===== config.mk =====
export PLATFORM = sky130hd
export DESIGN_NAME = config_port_bank_switch
export DESIGN_NICKNAME = d
export VERILOG_FILES = /design/src/cfg_port_pkg.sv /design/src/config_port_bank_switch.sv /design/src/pin_sync.sv /design/src/reg_mem.sv
export SDC_FILE = /design/constraint.sdc
export NUM_CORES = 1
export LEC_CHECK = 0
export ABC_AREA = 1
export BUFFER_PORTS_ARGS = -buffer_cell sky130_fd_sc_hd__buf_2
export CAP_MARGIN = 20
export CORE_ASPECT_RATIO = 0.75
export CORE_MARGIN = 1.5
export CORE_UTILIZATION = 52
export CTS_BUF_LIST = sky130_fd_sc_hd__clkbuf_2
export DETAILED_ROUTE_END_ITERATION = 16
export PLACE_DENSITY = 0.71
export SLEW_MARGIN = 20
export SYNTH_ARGS = -nofsm -noshare
export SYNTH_HDL_FRONTEND = slang
export SYNTH_SLANG_ARGS = --single-unit

===== constraint.sdc =====
create_clock -name sys_clk -period 1.7 [get_ports sys_clk]
set_input_delay 0.34 -clock sys_clk [delete_from_list [all_inputs] [get_ports sys_clk]]
set_output_delay 0.34 -clock sys_clk [all_outputs]
set_load 0.05 [all_outputs]

===== src/cfg_port_pkg.sv =====
// Shared constants, types and decode helpers for the serial configuration port.
// Assumes every user is clocked by sys_clk and imports the whole package.
package cfg_port_pkg;

  // Serial framing.
  localparam int BYTE_BITS = 8;
  localparam logic [2:0] LAST_BIT_IDX = 3'h7;
  localparam int ADDR_BITS = 5;
  localparam int REG_COUNT = 32;

  // Command byte field positions.
  localparam int CMD_CNT_MSB  = 7;
  localparam int CMD_CNT_LSB  = 6;
  localparam int CMD_ADDR_MSB = 5;
  localparam int CMD_ADDR_LSB = 1;
  localparam int CMD_DIR_POS  = 0;

  // Direction encodings of the command byte.
  localparam logic DIR_READ  = 1'b0;
  localparam logic DIR_WRITE = 1'b1;

  // Address advance after each data byte.
  localparam logic [4:0] ADDR_STEP = 5'h01;

  // Synchronised pin vector layout.
  localparam int PIN_COUNT = 5;
  localparam int PIN_SCLK  = 0;
  localparam int PIN_MOSI  = 1;
  localparam int PIN_CSN   = 2;
  localparam int PIN_WAKE  = 3;
  localparam int PIN_SEN   = 4;

  // Pins idle at a deselected, asleep level after reset.
  localparam logic [4:0] PIN_RESET = 5'h14;

  // Active bank flag values: one means the primary bank.
  localparam logic BANK_PRIMARY   = 1'b1;
  localparam logic BANK_SECONDARY = 1'b0;

  // Reset values.
  localparam logic [7:0] BYTE_RESET  = 8'h00;
  localparam logic [4:0] ADDR_RESET  = 5'h00;
  localparam logic [3:0] COUNT_RESET = 4'h0;
  localparam logic [3:0] COUNT_ONE   = 4'h1;

  typedef enum logic [1:0] {MODE_STANDBY, MODE_RECEIVE, MODE_CONFIG} mode_type;

  // Turns the two-bit count code into the number of registers accessed.
  function automatic logic [3:0] decodeCount(input logic [1:0] code);
    logic [3:0] n;
    n = 4'h1;
    unique case (code)
      2'h0: n = 4'h1;
      2'h1: n = 4'h2;
      2'h2: n = 4'h4;
      2'h3: n = 4'h8;
    endcase
    return n;
  endfunction

endpackage


===== src/config_port_bank_switch.sv =====
// Slave serial configuration port with mode control and two-bank switching.
// Assumes sys_clk is far faster than sclk, so pin edges are found by sampling.
//
// How it works
// Configuration needs select low and wake high; master drives clock, data in.
// Transfers are whole bytes and always open with a command byte.
// Only the first byte after a select falling edge is a command.
// Command holds count code 7:6, start address 5:1, direction bit 0.
// Count code 00,01,10,11 gives one, two, four, eight registers.
// Address advances by one after each data byte.
// Direction 0 reads onto MISO, direction 1 writes from MOSI.
// A byte is taken on its eighth falling clock edge; fragments are lost.
// Master toggles select between accesses and keeps gaps short without wake.
// Entering configuration leaves all register contents untouched.
// Receiver keeps its on or off state in configuration; no reception.
// While select stays low the machine stays in its one configuration state.
// Master leaves receive by a short select low pulse, then waits one frame.
// Master waits oscillator plus loop lock time after standby before access.
// Power-up starts in standby; master wakes, then selects to write.
// Bank switching happens only in receive mode.
// Secondary off picks primary; secondary only picks secondary; both alternate.
// The active bank flag reads the same from either bank.
// Direct control uses wake held high, oscillator off, never both banks.
// Under direct control the new bank takes effect when select rises.
// Under wake control with both banks set, each wakeup alternates banks.
// With both banks set, the flag toggles at each wake falling edge.
// After any serial access the alternating sequence restarts at primary.
// Standby entered with select high, wake low; left by select low, wake high.
// Bytes travel MSB first; MOSI sampled on rise, MISO changed on fall.
`timescale 1ns/10ps
module config_port_bank_switch
  import cfg_port_pkg::*;
(
  input  wire logic                 sys_clk,
  input  wire logic                 arst_n,
  input  wire logic                 sclk,
  input  wire logic                 mosi,
  input  wire logic                 configSelect_n,
  input  wire logic                 wakePin,
  input  wire logic                 spiEnable_n,
  input  wire logic                 autoWakeOscEn,
  input  wire logic                 primaryBankEn,
  input  wire logic                 secondaryBankEn,
  output logic                      miso,
  output logic                      misoOe_n,
  output logic                      cfgMode,
  output logic                      standbyMode,
  output logic                      receiverOn,
  output logic                      rxAccept,
  output logic                      activeBankFlag,
  output logic                      regWrStrobe,
  output logic      [ADDR_BITS-1:0] regWrAddr,
  output logic      [BYTE_BITS-1:0] regWrData
);

  logic [PIN_COUNT-1:0] pinS;
  logic                 sclkS;
  logic                 mosiS;
  logic                 csnS;
  logic                 wakeS;
  logic                 senS;
  logic                 sclkPrev_q;
  logic                 csnPrev_q;
  logic                 wakePrev_q;
  logic                 sclkRise;
  logic                 sclkFall;
  logic                 csnFall;
  logic                 wakeFall;
  mode_type             mode_q;
  logic                 cfgActive;
  logic                 byteDone;
  logic [2:0]           bitCnt_q;
  logic [BYTE_BITS-1:0] rxShift_q;
  logic                 expectCmd_q;
  logic                 dir_q;
  logic [ADDR_BITS-1:0] addr_q;
  logic [3:0]           remaining_q;
  logic                 readPhase_q;
  logic                 rdReq_q;
  logic                 rdValid_q;
  logic [ADDR_BITS-1:0] rdAddr_q;
  logic [BYTE_BITS-1:0] rdData;
  logic [BYTE_BITS-1:0] txShift_q;
  logic                 primEn_q;
  logic                 secEn_q;

  // Every pin from the master crosses into sys_clk through two flip-flops.
  pin_sync u_pin_sync (
    .sys_clk  (sys_clk),
    .arst_n   (arst_n),
    .pinAsync ({spiEnable_n, wakePin, configSelect_n, mosi, sclk}),
    .pinSync  (pinS)
  );

  assign sclkS = pinS[PIN_SCLK];
  assign mosiS = pinS[PIN_MOSI];
  assign csnS  = pinS[PIN_CSN];
  assign wakeS = pinS[PIN_WAKE];
  assign senS  = pinS[PIN_SEN];

  // Previous samples of the synchronised pins, used to find their edges.
  always_ff @(posedge sys_clk or negedge arst_n)
  begin
    if (!arst_n)
    begin
      sclkPrev_q <= 1'b0;
      csnPrev_q  <= 1'b1;
      wakePrev_q <= 1'b0;
    end
    else
    begin
      sclkPrev_q <= sclkS;
      csnPrev_q  <= csnS;
      wakePrev_q <= wakeS;
    end
  end

  // Edge strobes last one sys_clk cycle each.
  assign sclkRise = sclkS & ~sclkPrev_q;
  assign sclkFall = ~sclkS & sclkPrev_q;
  assign csnFall  = ~csnS & csnPrev_q;
  assign wakeFall = ~wakeS & wakePrev_q;

  // Mode machine; power-up lands in standby because nothing else is safe
  // while the master's pins are still undefined.
  always_ff @(posedge sys_clk or negedge arst_n)
  begin
    if (!arst_n)
    begin
      mode_q <= MODE_STANDBY;
    end
    else
    begin
      unique case (mode_q)
        MODE_STANDBY:
        begin
          if (!csnS && wakeS)
          begin
            mode_q <= MODE_CONFIG;
          end
        end
        MODE_RECEIVE:
        begin
          if (!csnS && wakeS)
          begin
            mode_q <= MODE_CONFIG;
          end
        end
        MODE_CONFIG:
        begin
          if (csnS)
          begin
            mode_q <= wakeS ? MODE_RECEIVE : MODE_STANDBY;
          end
          else
          begin
            mode_q <= MODE_CONFIG;
          end
        end
        default:
        begin
          mode_q <= MODE_STANDBY;
        end
      endcase
    end
  end

  // The shifter only runs inside configuration with the port enabled.
  assign cfgActive = (mode_q == MODE_CONFIG) && !csnS && !senS;
  // A byte closes on its eighth falling edge only.
  assign byteDone = cfgActive && sclkFall && (bitCnt_q == LAST_BIT_IDX);

  // Receive shifter and bit counter.
  always_ff @(posedge sys_clk or negedge arst_n)
  begin
    if (!arst_n)
    begin
      bitCnt_q  <= 3'h0;
      rxShift_q <= BYTE_RESET;
    end
    else if (csnFall || !cfgActive)
    begin
      bitCnt_q <= 3'h0;
    end
    else
    begin
      if (sclkRise)
      begin
        rxShift_q <= {rxShift_q[BYTE_BITS-2:0], mosiS};
      end
      if (sclkFall)
      begin
        bitCnt_q <= bitCnt_q + 3'h1;
      end
    end
  end

  // Command decode and data byte sequencing. A partial byte left when select
  // rises never reaches byteDone, so it is simply dropped.
  always_ff @(posedge sys_clk or negedge arst_n)
  begin
    if (!arst_n)
    begin
      expectCmd_q <= 1'b0;
      dir_q       <= DIR_READ;
      addr_q      <= ADDR_RESET;
      remaining_q <= COUNT_RESET;
      readPhase_q <= 1'b0;
      rdReq_q     <= 1'b0;
      rdAddr_q    <= ADDR_RESET;
      regWrStrobe <= 1'b0;
      regWrAddr   <= ADDR_RESET;
      regWrData   <= BYTE_RESET;
    end
    else
    begin
      rdReq_q     <= 1'b0;
      regWrStrobe <= 1'b0;
      if (csnFall)
      begin
        expectCmd_q <= 1'b1;
        remaining_q <= COUNT_RESET;
        readPhase_q <= 1'b0;
      end
      else if (csnS)
      begin
        expectCmd_q <= 1'b0;
        readPhase_q <= 1'b0;
      end
      else if (byteDone && expectCmd_q)
      begin
        expectCmd_q <= 1'b0;
        dir_q       <= rxShift_q[CMD_DIR_POS];
        addr_q      <= rxShift_q[CMD_ADDR_MSB:CMD_ADDR_LSB];
        remaining_q <= decodeCount(rxShift_q[CMD_CNT_MSB:CMD_CNT_LSB]);
        if (rxShift_q[CMD_DIR_POS] == DIR_READ)
        begin
          readPhase_q <= 1'b1;
          rdReq_q     <= 1'b1;
          rdAddr_q    <= rxShift_q[CMD_ADDR_MSB:CMD_ADDR_LSB];
        end
      end
      else if (byteDone && (remaining_q != COUNT_RESET))
      begin
        remaining_q <= remaining_q - COUNT_ONE;
        addr_q      <= addr_q + ADDR_STEP;
        if (dir_q == DIR_WRITE)
        begin
          regWrStrobe <= 1'b1;
          regWrAddr   <= addr_q;
          regWrData   <= rxShift_q;
        end
        else if (remaining_q != COUNT_ONE)
        begin
          rdReq_q  <= 1'b1;
          rdAddr_q <= addr_q + ADDR_STEP;
        end
        if (remaining_q == COUNT_ONE)
        begin
          readPhase_q <= 1'b0;
        end
      end
    end
  end

  // Only serial writes touch the store; mode entry itself writes nothing.
  reg_mem u_reg_mem (
    .sys_clk (sys_clk),
    .arst_n  (arst_n),
    .wrEn    (regWrStrobe),
    .wrAddr  (regWrAddr),
    .wrData  (regWrData),
    .rdEn    (rdReq_q),
    .rdAddr  (rdAddr_q),
    .rdData  (rdData)
  );

  // Read data are loaded a few sys_clk cycles after the closing fall, well
  // before the master's next rising edge; this limits sclk to a few MHz.
  always_ff @(posedge sys_clk or negedge arst_n)
  begin
    if (!arst_n)
    begin
      rdValid_q <= 1'b0;
      txShift_q <= BYTE_RESET;
      miso      <= 1'b0;
      misoOe_n  <= 1'b1;
    end
    else
    begin
      rdValid_q <= rdReq_q;
      misoOe_n  <= !(cfgActive && readPhase_q);
      if (rdValid_q)
      begin
        txShift_q <= rdData;
        miso      <= rdData[BYTE_BITS-1];
      end
      else if (cfgActive && sclkFall)
      begin
        txShift_q <= {txShift_q[BYTE_BITS-2:0], 1'b0};
        miso      <= txShift_q[BYTE_BITS-2];
      end
    end
  end

  // Bank enables are taken when select rises, so a bank chosen during
  // configuration only becomes active on exit; both set restarts at primary.
  always_ff @(posedge sys_clk or negedge arst_n)
  begin
    if (!arst_n)
    begin
      primEn_q       <= 1'b0;
      secEn_q        <= 1'b0;
      activeBankFlag <= BANK_PRIMARY;
    end
    else if ((mode_q == MODE_CONFIG) && csnS)
    begin
      primEn_q <= primaryBankEn;
      secEn_q  <= secondaryBankEn;
      if (secondaryBankEn && !primaryBankEn)
      begin
        activeBankFlag <= BANK_SECONDARY;
      end
      else
      begin
        activeBankFlag <= BANK_PRIMARY;
      end
    end
    else if (mode_q == MODE_RECEIVE)
    begin
      if (!secEn_q)
      begin
        activeBankFlag <= BANK_PRIMARY;
      end
      else if (!primEn_q)
      begin
        activeBankFlag <= BANK_SECONDARY;
      end
      else if (wakeFall)
      begin
        // Each wake pin falling edge flips the bank for the next wakeup; the
        // autoWakeOscEn input is not used anywhere. A wake pin held
        // high never falls, so direct control never alternates.
        activeBankFlag <= ~activeBankFlag;
      end
    end
  end

  // Receiver state and mode flags; configuration freezes the on/off state.
  always_ff @(posedge sys_clk or negedge arst_n)
  begin
    if (!arst_n)
    begin
      receiverOn  <= 1'b0;
      rxAccept    <= 1'b0;
      cfgMode     <= 1'b0;
      standbyMode <= 1'b1;
    end
    else
    begin
      cfgMode     <= (mode_q == MODE_CONFIG);
      standbyMode <= (mode_q == MODE_STANDBY);
      rxAccept    <= (mode_q == MODE_RECEIVE) && wakeS;
      if (mode_q == MODE_RECEIVE)
      begin
        receiverOn <= wakeS;
      end
      else if (mode_q == MODE_STANDBY)
      begin
        receiverOn <= 1'b0;
      end
      else
      begin
        receiverOn <= receiverOn;
      end
    end
  end

endmodule


===== src/pin_sync.sv =====
// Two-stage synchroniser for the asynchronous pins of the configuration port.
// Assumes the pins change slowly against sys_clk; each bit is treated alone.
`timescale 1ns/10ps
module pin_sync
  import cfg_port_pkg::*;
(
  input  wire logic                 sys_clk,
  input  wire logic                 arst_n,
  input  wire logic [PIN_COUNT-1:0] pinAsync,
  output logic      [PIN_COUNT-1:0] pinSync
);

  logic [PIN_COUNT-1:0] meta_q;

  // The first stage feeds only the second stage, to keep metastability contained.
  always_ff @(posedge sys_clk or negedge arst_n)
  begin
    if (!arst_n)
    begin
      meta_q  <= PIN_RESET;
      pinSync <= PIN_RESET;
    end
    else
    begin
      meta_q  <= pinAsync;
      pinSync <= meta_q;
    end
  end

endmodule


===== src/reg_mem.sv =====
// Register store of the configuration port: one write port, one read port.
// Assumes requests come from sys_clk logic; read data appear one edge later.
`timescale 1ns/10ps
module reg_mem
  import cfg_port_pkg::*;
(
  input  wire logic                 sys_clk,
  input  wire logic                 arst_n,
  input  wire logic                 wrEn,
  input  wire logic [ADDR_BITS-1:0] wrAddr,
  input  wire logic [BYTE_BITS-1:0] wrData,
  input  wire logic                 rdEn,
  input  wire logic [ADDR_BITS-1:0] rdAddr,
  output logic      [BYTE_BITS-1:0] rdData
);

  logic [BYTE_BITS-1:0] store [REG_COUNT];

  // Storage has no reset, so entering configuration never disturbs contents.
  always_ff @(posedge sys_clk)
  begin
    if (wrEn)
    begin
      store[wrAddr] <= wrData;
    end
  end

  // Read data are registered so the serial logic sees a stable byte.
  always_ff @(posedge sys_clk or negedge arst_n)
  begin
    if (!arst_n)
    begin
      rdData <= BYTE_RESET;
    end
    else if (rdEn)
    begin
      rdData <= store[rdAddr];
    end
  end

endmodule


# Yosys cells after proc, flatten, opt, wreduce, memory -nomap -nowiden

Memory sizes are Yosys's and may differ from the RTL's. A register that Yosys moved wholly into a read port is not among the register bits.
Cells that the tools add are included.

Register bits after elaboration: 75
RAM bits: 256
Input port bits: 10
Output and inout port bits: 21
Word-level logic and storage cells: 152
Memories: 1

Memory list:

| name            | words | bits a word | read ports | clocked after Yosys merged registers in | write ports | RTL line      | source |
|---|---|---|---|---|---|---|---|
| u_reg_mem.store | 32    | 8           | 1          | 1                                       | 1           | reg_mem.sv:17 | `logic [BYTE_BITS-1:0] store [REG_COUNT];` |

$add $sub $neg: 3
Equality and inequality tests: 14
Mux-type cells: 53
Bitwise gates (word level): 12
Reduce and logical (&&, ||, !) cells: 40

Operators by type and width:

| operator                                                               | number |
|---|---|
| 5-bit 2-to-1 mux                                                       | 7 |
| 1-bit 2-to-1 mux                                                       | 34 |
| 4-bit 2-to-1 mux                                                       | 4 |
| 4-bit one-hot mux with 4 select lines                                  | 1 |
| 7-bit 2-to-1 mux                                                       | 2 |
| 2-bit nonzero test                                                     | 6 |
| 4-bit nonzero test                                                     | 3 |
| 1-bit logical AND                                                      | 11 |
| 3-bit AND reduction                                                    | 3 |
| 4-bit by 3-bit != test with 1-bit output (second input constant)       | 2 |
| 1-bit inverter                                                         | 8 |
| 2-bit equality test (second input constant)                            | 3 |
| 1-bit logical NOT                                                      | 6 |
| 3-bit 2-to-1 mux                                                       | 2 |
| 2-bit AND reduction                                                    | 3 |
| 6-bit AND reduction                                                    | 1 |
| 3-bit nonzero test                                                     | 2 |
| 5-bit by 1-bit adder with 5-bit output (second input constant)         | 1 |
| 5-bit AND reduction                                                    | 1 |
| 1-bit bitwise AND                                                      | 4 |
| 2-bit by 1-bit equality test with 1-bit output (second input constant) | 2 |
| 4-bit by 1-bit equality test with 1-bit output (second input constant) | 1 |
| 2-bit logical NOT                                                      | 2 |
| 2-bit 2-to-1 mux                                                       | 2 |
| other kinds (9)                                                        | 11 |

# Longest topological paths before layout

Word-level depth: 10
Mapped depth: 11
Gate-level depth less buffers: 10

# Cells and area by module

A second synthesis with hierarchy kept.

Cell total of the unflattened synthesis: 1262
Area total of the unflattened synthesis: 14072.2 um2

By module, submodules not included:

| module                  | instances | cells each | area an instance (um2) | seq. area each (um2) |
|---|---|---|---|---|
| reg_mem                 | 1         | 924        | 10765.3                | 7887.6 |
| config_port_bank_switch | 1         | 328        | 3051.7                 | 1631.6 |
| pin_sync                | 1         | 10         | 255.2                  | 255.2 |

# Worst setup path after synthesis

Ideal clock, no wire load.

Path kind: reg-to-reg
Start: register regWrAddr[1]
End: memory u_reg_mem.store[31][0] (enable)
Setup time: 370 ps
Data arrival time: 1417 ps
Data required time: 1330 ps
Path slack: -88 ps
Stages on the path, launching flop included: 3
Buffers on the path: 0
Clock period less this slack: 1788 ps
Path through: dfrtp_1 nand3_1 nor2_1

RTL lines:

| what                   | RTL line                       | source |
|---|---|---|
| start, declared        | config_port_bank_switch.sv:52  | `output logic [ADDR_BITS-1:0] regWrAddr,` |
| start signal, assigned | config_port_bank_switch.sv:250 | `regWrAddr <= addr_q;` |
| end, declared          | reg_mem.sv:17                  |  |

Straight into the memory's write port.

# Final worst setup path

Start: register activeBankFlag
End: output activeBankFlag

RTL lines:

| what                   | RTL line                       | source |
|---|---|---|
| start, declared        | config_port_bank_switch.sv:50  | `output logic activeBankFlag,` |
| start signal, assigned | config_port_bank_switch.sv:344 | `activeBankFlag <= ~activeBankFlag;` |

No word-level cell between the ends.

==> results.yml <==
yosys:
  syn_nets: 1265
  yosys_register_bits: 339
  syn-instance-count: 1249
  ys_async_sr_fraction_pct: 24.5
  synth_ff_type: "edfxtp_1"
  synth_cell_types: 38
  avgSynthCellArea_um2: 11.1
  synth_top_cell_by_area: "edfxtp_1"
  yosysWarnings: 0
  synth_edf_count: 256
  synth_top_area_share_pct: 55.4
  synth.area.top_cells: "edfxtp_1, dfrtp_1, nand2_1"
  ys_seq_area_share_pct: 70.4
  syn_area_um2: 13900
floorplan:
  die_w_um: 192
  core-area_um2: 26100
  dieArea_um2: 27700
  io_pins: 31
  start_util_pct: 53.2
  rows: 51
  die_y_um: 144
timing:
  worst_slew_pin_slew_ns: 0.539
  fin_hold_ws_ns: 0.0869
  clock-skew-final_ns: 0.0844
  min_period_ns: 1.95
  fmax_mhz: 512
  rsz0062_at_grt: "true"
  setup_viol: 26
  hold_viol: 0
  slew_violations: 0
  finalCritPeriodShare_pct: 115
  relSlewSlack_pct: 64.1
  setup_slack_ns: -0.253
clock_network:
  clock_latency_ns: 0.91
  cts_tree: "yes"
  cts_buffer_depth: 3
  numCtsBuffers: 79
  cts-root-buf: "clkbuf_2"
  cts.sinks: 339
  htree_levels: 3
  clkTransAtPathRegs_ns: 0.11
finish:
  drive_gt1_share_pct: 26.8
  fin_nets: 1452
  final_cell_mix: "nand2_1, edfxtp_1, nand3_1"
  final_area_um2: 17000
  multiInputGateArea_um2: 4020
  layout_commonest_cell: "nand2_1"
  area_delta_synth_final_pct: 22.4
  nFillCells: 1910
  regArea_um2: 9790
pwr:
  total_power_mw: 14.6
  irDropWorstVdd_mv: 0.694
  leakage_nw: 6.66
  powerDensity_nw_per_um2: 859
drt:
  via_per_inst: 5.57
  drtIter0Drc: 1304
  wl_per_cell_um: 19.4
  totalWireLength_um: 35900
  dr.pass1.iters: 6
  num_vias: 10300
  drc_errors: 0
  ant_nets: 0
global_route:
  antenna_found_initial: 2
  grt_max_degree: 57
  overflow: 0
  grt_pass1_vias: 9148
  groute.usage.overall_pct: 24.3
  grt_first_pass_wirelength_um: 50300
critical_path:
  path_class: "flip-flop to primary output"
  crit_path_start_kind: "flip-flop"
  cp_top_family: "flip-flops"
  path_cells: "buf_8"
  crit_fanout: 2
  cpMaxStageDelayCell: "dfstp_2"
  reg2reg_from: "rdAddr_q[0]"
  cp.required_ns: 1.36
  critPathArrivalTime_ns: 1.61
  max_stage_delay_ns: 0.57
  endpoint_kind: "primary output"
  crit_buf_inv: 1
  crit_start: "activeBankFlag"
run_status:
  status: "complete, but fails checks"
  violations: "setup timing"
flow_run:
  cap_violations: 0
placed_design:
  gp_congestion: 0.895
  placed_area_um2: 14900
  portBuffers: 29
  hpwl_um: 19700
hold_path:
  hold_class: "input pin to flip-flop"
  min-delay-start: "sclk"
[metrics by stage]
step | TNS [ns] | setup WS, ns | util [%] | instances
6_report | -2.46 | -0.253 | 65.1 | 1844
2_1_floorplan | -19.18 | -0.0879 | - | 1249
3_3_place_gp | 0 | 0.00200 | 56.9 | 1639
5_1_grt | -4.66 | -0.332 | 65.1 | 1844
3_5_place_dp | -0.123 | -0.0391 | 56.9 | 1639
4_1_cts | -3.37 | -0.263 | 61.1 | 1806
[where the power goes]
group / internal, mW / leakage, nW / switching (mW)
Clock: 1.89 / 0.553 / 3.12
Sequential: 8.93 / 2.84 / 0.0692
Combinational: 0.213 / 3.26 / 0.358
Total: 11.0 / 6.66 / 3.55
[final timing paths]
| kind | end | slack [ns] | depth (start not counted) |
|---|---|---|---|
| max reg2reg | u_reg_mem.rdData[7] | -0.05 | 11 |
| min in group asynchronous | u_reg_mem.rdData[5] | 0.53 | 4 |
| max | activeBankFlag | -0.25 | 1 |
| min | u_pin_sync.meta_q[0] | 0.09 | 2 |
| max in group asynchronous | mode_q[1] | 0.24 | 4 |
| min reg2reg | u_pin_sync.pinSync[4] | 0.35 | 0 |
[layer usage]
metal | wire length (um) | vias up | GRT usage (%) | share of wire, %
met1 | 15100 | 4917 | 36.5 | 42
met3 | 4030 | 73 | 5.29 | 11
met4 | 748 | 0 | 7.85 | 2.1
li1 | - | 4716 | - | -
met5 | 0 | - | 0 | 0
met2 | 16000 | 569 | 35.4 | 45
[Yosys cell counts (all sizes together) (2+ instances only)]
master / n
ha: 6
o21ai: 45
nor2: 52
dfstp: 8
a21oi: 6
xor2: 3
nand2: 427
o211ai: 2
nand3: 242
clkbuf: 16
nand4: 5
a31oi: 2
buf: 45
dfrtp: 75
edfxtp: 256
inv: 49
xnor2: 3
clkinv: 2
[state kept, by name, summed over array words and instances, names as in the netlist, 2 cells and up]
signal / count
u_reg_mem.store: 256
regWrData: 8
rxShift_q: 8
u_reg_mem.rdData: 8
txShift_q: 7
addr_q: 5
rdAddr_q: 5
regWrAddr: 5
u_pin_sync.meta_q: 5
u_pin_sync.pinSync: 5
remaining_q: 4
bitCnt_q: 3
mode_q: 2
[cells by family (layout without fill, tap and decap cells)]
kind of cell	Yosys count	count (layout)	synth area share [%]
buffers and inverters	112	358	3.69
and+or+nand+nor	727	730	22.6
DFF	339	339	70.4
other	0	2	0
adders and majority gates	6	6	0.541
AOI/OAI and AO/OA	59	59	2.37
xor gates and xnor gates	6	6	0.379
[layout make-up]
type / count / area share (%)
Clock buffer: 122 / 3.60
Timing Repair inverter: 4 / 0.280
Timing Repair Buffer: 160 / 10.4
Tap cell: 344 / 2.54
Antenna cell: 2 / 0.0295
Sequential cell: 339 / 57.7
Clock inverter: 21 / 0.472
Inverter: 51 / 1.33
Multi-Input combinational cell: 801 / 23.7
[what timing repair did]
action	4_1_cts	5_1_grt
pin swaps	2	32
gates cloned	1	24
hold buffers	10	0
setup endpoints to repair	36	70
hold endpoints to repair	91	0
buffers inserted	13	12
resized for setup	62	120
[worst reg2reg max path: stages (launching register included)]
cell and delay (ns):
dfrtp_4 0.53, buf_12 0.15, buf_6 0.12, clkbuf_16 0.17, nand2_1 0.08, nand3_1 0.11
nand3_1 0.09, nand2_1 0.06, nand2_1 0.07, nand3_2 0.13, nand3_2 0.12, nand2_1 0.06
(Power assumes the default switching activity.)
